File: config.mk
export PLATFORM = sky130hd
export DESIGN_NAME = hvm_mode_arbiter
export DESIGN_NICKNAME = d
export VERILOG_FILES = /design/src/verilog/hvm_pkg.sv /design/src/verilog/hvm_chan.sv /design/src/verilog/hvm_mode_arbiter.sv
export SDC_FILE = /design/constraint.sdc
export NUM_CORES = 2
export LEC_CHECK = 0
export ABC_CLOCK_PERIOD_IN_PS = 10500
export BUFFER_PORTS_ARGS = -buffer_cell sky130_fd_sc_hd__buf_2
export CAP_MARGIN = 20
export CORE_ASPECT_RATIO = 0.7
export CORE_MARGIN = 2
export CORE_UTILIZATION = 36
export CTS_CLUSTER_SIZE = 25
export DETAILED_ROUTE_END_ITERATION = 10
export SLEW_MARGIN = 10
export SYNTH_ARGS = -nofsm -noshare
export SYNTH_HDL_FRONTEND = slang
export SYNTH_SLANG_ARGS = --single-unit
File: constraint.sdc
create_clock -name pclk -period 10.5 [get_ports pclk]
set_clock_uncertainty 0.1 [all_clocks]
set_input_delay 0.525 -clock pclk [delete_from_list [all_inputs] [get_ports pclk]]
set_output_delay 0.525 -clock pclk [all_outputs]
set_load 0.1 [all_outputs]
File: src/verilog/hvm_pkg.sv
package hvm_pkg;

   // ----------------------------------------------------------------
   // Register byte offsets.
   // ----------------------------------------------------------------
   localparam logic [7:0] OFS_CTRL   = 8'h00; // Configuration.
   localparam logic [7:0] OFS_SCHED  = 8'h04; // Schedule and override.
   localparam logic [7:0] OFS_WINDOW = 8'h08; // Window contacts A and B.
   localparam logic [7:0] OFS_PRES   = 8'h0c; // Raw presence contacts.
   localparam logic [7:0] OFS_COND   = 8'h10; // Alarm, cooling, demand.
   localparam logic [7:0] OFS_SURF   = 8'h14; // Surface temperature.
   localparam logic [7:0] OFS_THR    = 8'h18; // Surface threshold.
   localparam logic [7:0] OFS_TEMP   = 8'h1c; // Two room temperatures.
   localparam logic [7:0] OFS_DELAY  = 8'h20; // Window and absence times.
   localparam logic [7:0] OFS_STATUS = 8'h24; // Valve close, window force.
   localparam logic [7:0] OFS_MODE   = 8'h28; // Mode of each channel.
   localparam logic [7:0] OFS_MIX    = 8'h2c; // Weighted temperature.

   // ----------------------------------------------------------------
   // Field positions.
   // ----------------------------------------------------------------
   localparam int CTRL_CTL_EN   = 0;  // Integrated controller role.
   localparam int CTRL_SURF_EN  = 1;  // Surface limitation enable.
   localparam int CTRL_WIN_OR   = 2;  // OR second window contact in.
   localparam int CTRL_PRES_INV = 3;  // Inverted presence polarity.
   localparam int CTRL_PMODE    = 4;  // Two bits: extend, limit.
   localparam int CTRL_ATT_ECO  = 6;  // Attenuated mode is economy.
   localparam int CTRL_WEIGHT   = 8;  // Five bits, weight of A in 16ths.
   localparam int SCHED_OVR     = 4;  // Three bit override mode.

   // ----------------------------------------------------------------
   // Reset values; temperatures are in units of 0.1 degree.
   // ----------------------------------------------------------------
   localparam logic [31:0] CTRL_RST  = 32'h0000_0801;
   localparam logic [31:0] SCHED_RST = 32'h0000_0001;
   localparam logic [15:0] THR_RST   = 16'h0122; // 29.0 degrees.
   localparam logic [15:0] HYST      = 16'h0003; // 0.3 kelvin.
   localparam logic [31:0] DELAY_RST = 32'h0000_0000;
   localparam logic [4:0]  WEIGHT_FULL = 5'h10;

   // ----------------------------------------------------------------
   // Operating mode codes and timing.
   // ----------------------------------------------------------------
   localparam logic [2:0] MODE_AUTO    = 3'h0;
   localparam logic [2:0] MODE_COMFORT = 3'h1;
   localparam logic [2:0] MODE_STANDBY = 3'h2;
   localparam logic [2:0] MODE_ECONOMY = 3'h3;
   localparam logic [2:0] MODE_PROTECT = 3'h4;

   localparam int CLK_PERIOD_PS = 4000;
   localparam int TICK_TIME_US  = 1000; // Delay timers count in ms.
   localparam int TICK_CYCLES   = TICK_TIME_US * 1000000 / CLK_PERIOD_PS;

   // Presence handling state of one channel.
   typedef enum logic [1:0] {PS_IDLE, PS_EXTEND, PS_LIMIT} hvm_pres_t;

endpackage

File: src/verilog/hvm_chan.sv
`timescale 1ns/1ps
module hvm_chan (
   input  wire logic        pclk,
   input  wire logic        presetn,
   input  wire logic        tick,
   input  wire logic        ctl_en,
   input  wire logic        win_or,
   input  wire logic        pres_inv,
   input  wire logic [1:0]  pres_mode,
   input  wire logic        att_eco,
   input  wire logic        win_a,
   input  wire logic        win_b,
   input  wire logic        pres_raw,
   input  wire logic [2:0]  sched,
   input  wire logic [2:0]  override,
   input  wire logic [15:0] win_dly,
   input  wire logic [15:0] abs_time,
   output logic      [2:0]  mode_q,
   output logic             win_forced_q
);

   logic             pres;      // Occupancy after polarity.
   logic             win_open;  // Combined window condition.
   logic             abs_exp;   // Absence outlasted the preset time.
   logic [15:0]      win_cnt_q; // Window open time in ticks.
   logic [15:0]      abs_cnt_q; // Absence time in ticks.
   logic [2:0]       pres_md;   // Mode proposed by presence handling.
   logic [2:0]       mode_d;    // Arbitrated mode.
   hvm_pkg::hvm_pres_t st_q;    // Presence handling state.

   // Polarity: a closed contact means presence unless inverted.
   assign pres = pres_raw ^ pres_inv;

   // Window handling only exists in the controller role.
   assign win_open = ctl_en & (win_a | (win_or & win_b));

   assign abs_exp = !pres && (abs_cnt_q >= abs_time);

   // ----------------------------------------------------------------
   // Opening delay timer; restarts on every closing so short
   // openings never force the mode.
   // ----------------------------------------------------------------
   always_ff @(posedge pclk or negedge presetn)
   begin
      if (!presetn)
         win_cnt_q <= 16'h0000;
      else if (!win_open)
         win_cnt_q <= 16'h0000;
      else if (tick && win_cnt_q != 16'hffff)
         win_cnt_q <= win_cnt_q + 16'h0001;
   end

   // Force holds while window A, or B when ORed in, is open past the delay.
   always_ff @(posedge pclk or negedge presetn)
   begin
      if (!presetn)
         win_forced_q <= 1'b0;
      else
         win_forced_q <= win_open && (win_cnt_q >= win_dly);
   end

   // Absence timer, cleared whenever presence is reported.
   always_ff @(posedge pclk or negedge presetn)
   begin
      if (!presetn)
         abs_cnt_q <= 16'h0000;
      else if (pres)
         abs_cnt_q <= 16'h0000;
      else if (tick && abs_cnt_q != 16'hffff)
         abs_cnt_q <= abs_cnt_q + 16'h0001;
   end

   // ----------------------------------------------------------------
   // Presence handling. Both modes may be enabled at once; they
   // only ever start from an actual comfort mode.
   // ----------------------------------------------------------------
   always_ff @(posedge pclk or negedge presetn)
   begin
      if (!presetn)
         st_q <= hvm_pkg::PS_IDLE;
      else
      begin
         case (st_q)
            hvm_pkg::PS_IDLE:
            begin
               // Presence outside comfort starts nothing.
               if (ctl_en && pres_mode[0] && pres &&
                   mode_q == hvm_pkg::MODE_COMFORT)
                  st_q <= hvm_pkg::PS_EXTEND;
               else if (ctl_en && pres_mode[1] && abs_exp &&
                        mode_q == hvm_pkg::MODE_COMFORT)
                  st_q <= hvm_pkg::PS_LIMIT;
            end
            hvm_pkg::PS_EXTEND:
            begin
               // Short absences keep comfort; long ones end it.
               if (!ctl_en || !pres_mode[0] || abs_exp)
                  st_q <= hvm_pkg::PS_IDLE;
            end
            hvm_pkg::PS_LIMIT:
            begin
               // Leave once someone returns or the schedule moves on.
               if (!ctl_en || !pres_mode[1] || pres ||
                   sched != hvm_pkg::MODE_COMFORT)
                  st_q <= hvm_pkg::PS_IDLE;
            end
            default:
               st_q <= hvm_pkg::PS_IDLE;
         endcase
      end
   end

   // Presence proposal; the attenuated mode is a configuration.
   always_comb
   begin
      case (st_q)
         hvm_pkg::PS_EXTEND: pres_md = hvm_pkg::MODE_COMFORT;
         hvm_pkg::PS_LIMIT:  pres_md = att_eco ? hvm_pkg::MODE_ECONOMY
                                      : hvm_pkg::MODE_STANDBY;
         default:   pres_md = sched;
      endcase
   end

   // Window beats override, override beats presence and schedule.
   // The previous mode returns by itself when the window closes.
   always_comb
   begin
      if (win_forced_q)
         mode_d = hvm_pkg::MODE_PROTECT;
      else if (override != hvm_pkg::MODE_AUTO)
         mode_d = override;
      else
         mode_d = pres_md;
   end

   always_ff @(posedge pclk or negedge presetn)
   begin
      if (!presetn)
         mode_q <= hvm_pkg::MODE_COMFORT;
      else
         mode_q <= mode_d;
   end
endmodule

File: src/verilog/hvm_mode_arbiter.sv
`timescale 1ns/1ps
module hvm_mode_arbiter #(
   parameter int TICK_CYCLES = hvm_pkg::TICK_CYCLES
) (
   input  wire logic        pclk,
   input  wire logic        presetn,
   input  wire logic [7:0]  paddr,
   input  wire logic        psel,
   input  wire logic        penable,
   input  wire logic        pwrite,
   input  wire logic [31:0] pwdata,
   output logic      [31:0] prdata,
   output logic             pready,
   output logic             pslverr,
   output logic      [7:0]  valve_close,
   output logic      [23:0] chan_mode,
   output logic      [15:0] temp_mix
);

   // ----------------------------------------------------------------
   // Storage.
   // ----------------------------------------------------------------
   logic [31:0] ctrl_q;      // Configuration bits.
   logic [31:0] sched_q;     // Scheduled mode and override mode.
   logic [15:0] win_q;       // Contacts A in [7:0], B in [15:8].
   logic [7:0]  pres_q;      // Raw presence contacts.
   logic [23:0] cond_q;      // Alarm, cooling flag, demand flag.
   logic [15:0] surf_q;      // Signed surface temperature.
   logic [15:0] thr_q;       // Signed surface threshold.
   logic [31:0] temp_q;      // Temperature A low half, B high half.
   logic [31:0] dly_q;       // Window delay low, absence time high.
   logic [7:0]  win_frc;     // Window force of each channel.
   logic [23:0] mode_w;      // Modes from the channel logic.
   logic        hot_q;       // Surface over-temperature latch.
   logic        tick_q;      // One-cycle pulse per millisecond.
   logic [31:0] tick_cnt_q;  // Tick divider.
   logic [31:0] rd_d;        // Read data for the addressed word.
   logic        hit;         // Address is mapped.
   logic        setup;       // APB setup phase.
   logic        wr;          // Write takes effect this edge.

   // ----------------------------------------------------------------
   // APB slave: one wait-free access cycle after setup.
   // ----------------------------------------------------------------
   assign setup = psel && !penable;
   assign wr    = psel && penable && pready && pwrite && hit;

   // Address decode and read multiplexer.
   always_comb
   begin
      hit  = 1'b1;
      rd_d = 32'h0000_0000;
      case (paddr)
         hvm_pkg::OFS_CTRL:   rd_d = ctrl_q;
         hvm_pkg::OFS_SCHED:  rd_d = sched_q;
         hvm_pkg::OFS_WINDOW: rd_d = {16'h0000, win_q};
         hvm_pkg::OFS_PRES:   rd_d = {24'h00_0000, pres_q};
         hvm_pkg::OFS_COND:   rd_d = {8'h00, cond_q};
         hvm_pkg::OFS_SURF:   rd_d = {16'h0000, surf_q};
         hvm_pkg::OFS_THR:    rd_d = {16'h0000, thr_q};
         hvm_pkg::OFS_TEMP:   rd_d = temp_q;
         hvm_pkg::OFS_DELAY:  rd_d = dly_q;
         hvm_pkg::OFS_STATUS: rd_d = {15'h0000, hot_q, win_frc,
                                      valve_close};
         hvm_pkg::OFS_MODE:   rd_d = {8'h00, chan_mode};
         hvm_pkg::OFS_MIX:    rd_d = {16'h0000, temp_mix};
         default:             hit  = 1'b0;
      endcase
   end

   // Ready and error rise for the single access cycle only.
   always_ff @(posedge pclk or negedge presetn)
   begin
      if (!presetn)
      begin
         pready  <= 1'b0;
         pslverr <= 1'b0;
         prdata  <= 32'h0000_0000;
      end
      else
      begin
         pready  <= setup;
         pslverr <= setup && !hit;
         // Sampled in setup so prdata is a flop during access.
         if (setup)
            prdata <= (hit && !pwrite) ? rd_d : 32'h0000_0000;
      end
   end

   // ----------------------------------------------------------------
   // Writable registers. Read-only words ignore writes.
   // ----------------------------------------------------------------
   always_ff @(posedge pclk or negedge presetn)
   begin
      if (!presetn)
      begin
         ctrl_q  <= hvm_pkg::CTRL_RST;
         sched_q <= hvm_pkg::SCHED_RST;
         win_q   <= 16'h0000;
         pres_q  <= 8'h00;
         cond_q  <= 24'h00_0000;
         surf_q  <= 16'h0000;
         thr_q   <= hvm_pkg::THR_RST;
         temp_q  <= 32'h0000_0000;
         dly_q   <= hvm_pkg::DELAY_RST;
      end
      else if (wr)
      begin
         case (paddr)
            hvm_pkg::OFS_CTRL:   ctrl_q  <= pwdata & 32'h0000_1fff;
            hvm_pkg::OFS_SCHED:  sched_q <= pwdata & 32'h0000_0077;
            hvm_pkg::OFS_WINDOW: win_q   <= pwdata[15:0];
            hvm_pkg::OFS_PRES:   pres_q  <= pwdata[7:0];
            hvm_pkg::OFS_COND:   cond_q  <= pwdata[23:0];
            hvm_pkg::OFS_SURF:   surf_q  <= pwdata[15:0];
            hvm_pkg::OFS_THR:    thr_q   <= pwdata[15:0];
            hvm_pkg::OFS_TEMP:   temp_q  <= pwdata;
            hvm_pkg::OFS_DELAY:  dly_q   <= pwdata;
            default:             ctrl_q  <= ctrl_q;
         endcase
      end
   end

   // ----------------------------------------------------------------
   // Millisecond tick shared by all channel timers. The count is a
   // parameter so simulation can shorten it.
   // ----------------------------------------------------------------
   always_ff @(posedge pclk or negedge presetn)
   begin
      if (!presetn)
      begin
         tick_cnt_q <= 32'h0000_0000;
         tick_q     <= 1'b0;
      end
      else if (tick_cnt_q >= 32'(TICK_CYCLES - 1))
      begin
         tick_cnt_q <= 32'h0000_0000;
         tick_q     <= 1'b1;
      end
      else
      begin
         tick_cnt_q <= tick_cnt_q + 32'h0000_0001;
         tick_q     <= 1'b0;
      end
   end

   // ----------------------------------------------------------------
   // Surface limitation with hysteresis. A disabled function drops
   // the latch at once so the valves are never held shut by it.
   // ----------------------------------------------------------------
   always_ff @(posedge pclk or negedge presetn)
   begin
      if (!presetn)
         hot_q <= 1'b0;
      else if (!ctrl_q[hvm_pkg::CTRL_SURF_EN])
         hot_q <= 1'b0;
      else if ($signed(surf_q) > $signed(thr_q))
         hot_q <= 1'b1;
      else if ($signed(surf_q) < $signed(thr_q - hvm_pkg::HYST))
         hot_q <= 1'b0;
   end

   // Valve closing: surface latch, or condensation while cooling
   // and demanding. That term lifts as soon as the alarm bit clears.
   always_ff @(posedge pclk or negedge presetn)
   begin
      if (!presetn)
         valve_close <= 8'h00;
      else
         valve_close <= {8{hot_q}} |
                        (cond_q[7:0] & cond_q[15:8] & cond_q[23:16]);
   end

   // ----------------------------------------------------------------
   // Weighted mean: A gets weight/16, B the rest. A weight of 16
   // or more uses A alone; arithmetic truncates toward minus.
   // ----------------------------------------------------------------
   logic [4:0]         wgt;
   logic signed [22:0] mix_sum;

   always_comb
   begin
      wgt = ctrl_q[hvm_pkg::CTRL_WEIGHT +: 5];
      if (wgt > hvm_pkg::WEIGHT_FULL)
         wgt = hvm_pkg::WEIGHT_FULL;
      mix_sum = 23'($signed(temp_q[15:0]) * $signed({1'b0, wgt})) +
                23'($signed(temp_q[31:16]) *
                    $signed({1'b0, hvm_pkg::WEIGHT_FULL - wgt}));
   end

   always_ff @(posedge pclk or negedge presetn)
   begin
      if (!presetn)
         temp_mix <= 16'h0000;
      else
         temp_mix <= mix_sum[19:4];
   end

   // ----------------------------------------------------------------
   // Eight channel arbiters sharing configuration and the millisecond tick.
   // ----------------------------------------------------------------
   genvar g;
   generate
      for (g = 0; g < 8; g++)
      begin : g_chan
         hvm_chan u_chan (
            .pclk         (pclk),
            .presetn      (presetn),
            .tick         (tick_q),
            .ctl_en       (ctrl_q[hvm_pkg::CTRL_CTL_EN]),
            .win_or       (ctrl_q[hvm_pkg::CTRL_WIN_OR]),
            .pres_inv     (ctrl_q[hvm_pkg::CTRL_PRES_INV]),
            .pres_mode    (ctrl_q[hvm_pkg::CTRL_PMODE +: 2]),
            .att_eco      (ctrl_q[hvm_pkg::CTRL_ATT_ECO]),
            .win_a        (win_q[g]),
            .win_b        (win_q[g + 8]),
            .pres_raw     (pres_q[g]),
            .sched        (sched_q[2:0]),
            .override     (sched_q[hvm_pkg::SCHED_OVR +: 3]),
            .win_dly      (dly_q[15:0]),
            .abs_time     (dly_q[31:16]),
            .mode_q       (mode_w[3*g +: 3]),
            .win_forced_q (win_frc[g])
         );
      end
   endgenerate

   // Registered copy of the modes for the output port.
   always_ff @(posedge pclk or negedge presetn)
   begin
      if (!presetn)
         chan_mode <= {8{hvm_pkg::MODE_COMFORT}};
      else
         chan_mode <= mode_w;
   end
endmodule

---- Yosys cells after proc, flatten, opt, wreduce, memory -nomap -nowiden ----
Cells that the tools add are included.
word-level totals
  register bits after elaboration ......... 583
  bits of input ports ..................... 45
  output and inout bits ................... 82
  word-level logic and storage cells ...... 475
operators by class
  add/subtract/negate cells ............... 20
  $mul .................................... 2
  order comparisons ....................... 20
  equality and inequality tests ........... 85
  multiplexer cells ....................... 106
  bitwise gates (word level) .............. 35
  reductions and logical operators ........ 149
operators by type and width
  operator                 count
  $mux W16                 32
  $pmux W32 S12            1
  $add A16 B1 Y16 const B  16
  $ge A16 B16 Y1           16
  $ne A16 B16 Y1 const B   16
  $logic_and A1 B1 Y1      73
  $mux W2                  32
  $mux W32                 2
  $mux W3                  16
  $pmux W2 S3              8
  $pmux W3 S2              8
  $mul A16 B6 Y20          2
  $add A32 B1 Y32 const B  1
  $eq A8 B5 Y1 const B     4
  $eq A8 B6 Y1 const B     4
  $ge A32 B18 Y1 const B   1
  $ne A2 B1 Y1 const B     16
  $ne A3 B1 Y1 const B     10
  $logic_or A1 B1 Y1       26
  $eq A3 B1 Y1 const B     8
  $reduce_and A3 Y1        8
  $add A20 B20 Y20         1
  $reduce_and A2 Y1        9
  $and A1 B1 Y1            16
  22 further kinds         91

---- Longest topological paths before layout ----
  depth in word-level cells ............... 8
  mapped depth ............................ 25
  mapped depth without buffers ............ 22

---- Hierarchy ----
A second synthesis with hierarchy kept.
second synthesis, totals
  cell total of the unflattened synthesis .. 4106
  area total of the unflattened synthesis .. 40103.5 um2
modules (own cells, without submodules)
  module                           times used  cells each  area each (um2)  sequential area each (um2)
  hvm_chan (g_chan[0].u_chan ...)  7           313         2785.2           952.2
  hvm_mode_arbiter                 1           1602        17759.5          6999.2
  hvm_chan (g_chan[5].u_chan)      1           313         2847.7           952.2

---- Worst setup path before layout ----
OpenSTA, ideal clock, no wires.
  path kind ............................... flip-flop to flip-flop
  start ................................... register ctrl_q[12]
  end ..................................... register temp_mix[14]
  library setup time ...................... 80 ps
  arrival time ............................ 6591 ps
  required time ........................... 10320 ps
  setup slack ............................. 3729 ps
  cell stages (with the launch flop) ...... 24
  buffers on the path ..................... 3
  clock period less this slack ............ 6771 ps
  cells stage by stage .................... dfrtp_1 > and2b_2 > clkbuf_1 > clkbuf_1 > inv_1 > ha_1 > xnor2_1 > clkbuf_1 > nand2_1 > fa_1 > inv_1 > fa_1 > fa_1 > fa_1 > inv_1 > fa_1 > inv_1 > ha_1 > and3_2 > a221o_2 > o221a_4 > a221o_2 > a21oi_2 > xnor2_1
on the way
  cells in the longest elaborated chain, start to end .. 5
  elaborated cells between the ends (all ways) .. 6
  classes of those cells .................. add/sub (2); mul (2); order compare (1); mux (1)
RTL lines
  what                      RTL line                 text
  start: declaration        hvm_mode_arbiter.sv:23   logic [31:0] ctrl_q;
  start signal: assignment  hvm_mode_arbiter.sv:97   ctrl_q <= hvm_pkg::CTRL_RST;
  start signal: assignment  hvm_mode_arbiter.sv:110  hvm_pkg::OFS_CTRL: ctrl_q <= pwdata & 32'h0000_1fff;
  start signal: assignment  hvm_mode_arbiter.sv:119  default: ctrl_q <= ctrl_q;
  $gt A5 B5 Y1              hvm_mode_arbiter.sv:184  if (wgt > hvm_pkg::WEIGHT_FULL)
  $mux W5 (*)               hvm_mode_arbiter.sv:184
  $sub A5 B5 Y5             hvm_mode_arbiter.sv:188  $signed({1'b0, hvm_pkg::WEIGHT_FULL - wgt}));
  $mul A16 B6 Y20           hvm_mode_arbiter.sv:187  23'($signed(temp_q[31:16]) *
  $add A20 B20 Y20 (*)      hvm_mode_arbiter.sv:186  mix_sum = 23'($signed(temp_q[15:0]) * $signed({1'b0, wgt})) +
  via mix_sum[18]           hvm_mode_arbiter.sv:179  logic signed [22:0] mix_sum;
  end signal: assignment    hvm_mode_arbiter.sv:196  temp_mix <= mix_sum[19:4];
  end: declaration          hvm_mode_arbiter.sv:17   output logic [15:0] temp_mix
Mark *: on every way through the listed nets, which the timed path passes. The rest lies on a longest branch.
A chain may end at the register's enable or synchronous reset.

---- Worst setup path after layout ----
Ends and elaborated chain as after synthesis.

==> reports/results.txt <==
CP Cell Sequence - and2b_2 -> inv_1 -> ha_1 -> xnor2_1 -> buf_4 -> nand2_1 -> fa_1 -> inv_1 -> fa_1 -> fa_1 -> fa_1 -> inv_1 -> fa_1 -> inv_1 -> ha_1 -> and3_2 -> a221o_2 -> o221a_4 -> a221o_2 -> a21oi_2 -> xnor2_1
Global placement routability congestion - 0.957
Post-synth ARST share - 100%
Sw Pwr - 0.00135 W
Post-placement setup slack - 3.24 ns
Final nets - 4,602
I/O Buffers - 126
Worst R2R Start - ctrl_q[12]
Largest net degree at the start of global routing - 162
Vias per inst - 5.42
Post-route ant nets - 0
Sink Count - 583
R2R cell count - 21
Maximum clock rate - 137 MHz
Detail Placement HPWL - 87,800 µm
Ys flop type - dfrtp_1
Max incr delay on CP - 0.66 ns
Initial Util - 36.3%
Final setup viols - 0
Clock latency on the worst-skew pair - 0.66 ns
Synthesis-stage register bit count - 583
Hold Path End - dly_q[30]
Final setup margin - 3.22 ns
Pwr dens - 120 nW/µm²
Avg Cell Area, Syn - 9.88 µm²
Post-CTS Setup Inserts - 0
R2R Path End - temp_mix[14]
Fin. Hold Viols - 0
I/O Pins - 127
Commonest cells in the netlist - dfrtp_1, ha_1, nor2_1
Pint - 0.00381 W
DRC - 0
Post-synthesis sequential area ratio - 37.9%
Relative slew slack - 31.9%
Crit path max fanout - 26
Placed cell areas - 41,000 µm²
Logic pwr share - 7.2%
Slowest cell on crit path - dfrtp_1
Mapped Cells - 3,902
Max Slew Vio Count - 0
Critical Path Start - ctrl_q[12]
Top cell type's share of synthesized area - 36.4%
Most used cell along the critical path - fa_1
Root Buffer - clkbuf_16
Min Tclk post-route - 7.28 ns
Detailed-route via count - 30,000
Sw frac - 26.2%
Core area - 106,000 µm²
Total chip power - 0.00516 W
Layout cells sized above 1 - 11.3%
Critical Path AT - 7.76 ns
Number of synthesized flops with an enable pin - 0
Max Cap Viol - 0
Clock power share - 44.5%
# rows - 100
Yosys top cell by area - dfrtp_1
GRT Util Overall - 21.4%
GR Overflow Total - 0
Die width - 395 µm
Worst path required time - 10.98 ns
Yosys warns - 0
Hold Path Depth - 3
Lkg Pwr - 21.4 nW
Post-route cell area - 43,200 µm²
Period utilisation layout - 69.3%
Area added between synthesis and finish - 12.0%
Status - finished clean
Pre-antenna DRT Iters - 6
Post-synth cell types - 92
Worst-path clk slew - 0.06 ns
Vias in the first global route - 28,400
Setup TNS - 0 ns
Hold Crit Start - pwdata[30]
Initial DRC Count - 2,717
Die Ht - 278 µm
Count leader, synth - dfrtp_1
Hold Crit Class - primary input to flip-flop
Sequential share of power - 48.3%
DRT Wirelength - 119,000 µm
Synth Cell Area - 38,500 µm²
Startpoint types - flip-flop
Routed WL per cell - 21.4 µm
Core Util, Final - 40.6%
CP Class - flip-flop to flip-flop
First-pass GRT wire length - 182,000 µm
Tightest Pin Transition - 1.02 ns
Num CTS Buffers - 58
RSZ-0062 raised after global routing - no
Initial antenna violation count - 15
TritonCTS clock tree - built
Dominant cells by area after synthesis - dfrtp_1, ha_1, fa_1, xor2_1, nor2_1
Flop2flop setup slack - 3.22 ns
Crit path capture type - flip-flop
H-tree depth - 2
Die area - 110,000 µm²
Maximum VDD drop - 0.123 mV
Clk buf depth - 3
cell families after synthesis:
| family | share of synthesized area, % |
|---|---|
| flip-flops | 37.9 |
| AND/OR/NAND/NOR | 16.4 |
| adder cells (fa/ha/maj) | 19.0 |
| multiplexers | 4.71 |
| XOR/XNOR | 6.32 |
| buffers and inverters | 3.97 |
| other | 0.00973 |
| AO/OA/AOI/OAI | 11.6 |
worst max-delay path by stage:
| stage | to | slack, ns | cells after the start |
|---|---|---|---|
| floorplan | temp_mix[14] | 3.73 | 23 |
| global placement | temp_mix[14] | 3.32 | 21 |
| detailed placement | temp_mix[14] | 3.24 | 21 |
| CTS | temp_mix[14] | 3.20 | 21 |
| global route | temp_mix[14] | 2.82 | 21 |
| finish | temp_mix[14] | 3.22 | 21 |
critical path, delay by kind of cell, from the launching register on:
| family | cells | cell delay, ns |
|---|---|---|
| and+or+nand+nor | 3 | 0.86 |
| AOI/OAI and AO/OA | 4 | 1.25 |
| DFF | 1 | 0.66 |
| adders and majority gates | 7 | 3.23 |
| xor gates and xnor gates | 2 | 0.56 |
| buffers and inverters | 5 | 0.53 |
registers in the layout (all words and copies together), names as in the netlist, 24 cells and up:
signal,cells
tick_cnt_q,32
temp_q,32
chan_mode,24
dly_q,32
g_chan.u_chan.abs_cnt_q,128
g_chan.u_chan.win_cnt_q,128
prdata,32
g_chan.u_chan.mode_q,24
cond_q,24
final cells by class:
cell class              count  area [µm²]
diodes                      8        20.0
clock buffers              84        1690
clock inverters            26         387
fillers                 10400       63100
inverters                 284        1070
multi-input cells        2941       22500
flip-flops and latches    583       14600
well taps                1428        1790
repair buffers            177        1080
repair_timing:
action | CTS | global route
endpoints found under the hold margin | 79 | 0
resized for setup | 0 | 0
hold buffers | 5 | 0
layer usage:
metal / up-vias / track usage (%) / share of wire (%)
met5: - / 0 / 0.019
met4: 4 / 4.99 / 2.3
met3: 168 / 5.33 / 9.4
met2: 1015 / 28.7 / 39
met1: 14900 / 33.8 / 49
li1: 13900 / - / -
cell usage in the layout, fill, tap and decap left out, drive strengths merged, types with 63 or more instances in the layout:
cell / instances
a21oi: 161
and2: 93
nand4: 100
ha: 390
a21o: 63
buf: 172
nor2: 395
inv: 285
nand2: 310
clkbuf: 84
dfrtp: 561
mux2: 129
xor2: 169
fa: 122
o21ai: 185
xnor2: 109
nand3: 131
per-stage QoR:
step	cells	hold WS (ns)
2_1_floorplan	3915	0.129
3_3_place_gp	5406	0.257
3_5_place_dp	5406	0.255
4_1_cts	5521	0.00127
5_1_grt	5523	0.0384
6_report	5531	0.0359
power groups by stage:
| stage | Clock, W | Combinational, W | Sequential [W] |
|---|---|---|---|
| after CTS | 0.00234 | 0.000373 | 0.00249 |
| after global routing | 0.00244 | 0.000423 | 0.00251 |
| after detailed placement | 0 | 0.000370 | 0.00253 |
| after global placement | 0 | 0.000357 | 0.00253 |
| after floorplan | 0 | 0.000224 | 0.00250 |
| final | 0.00230 | 0.000371 | 0.00249 |
(Power assumes the default switching activity.)
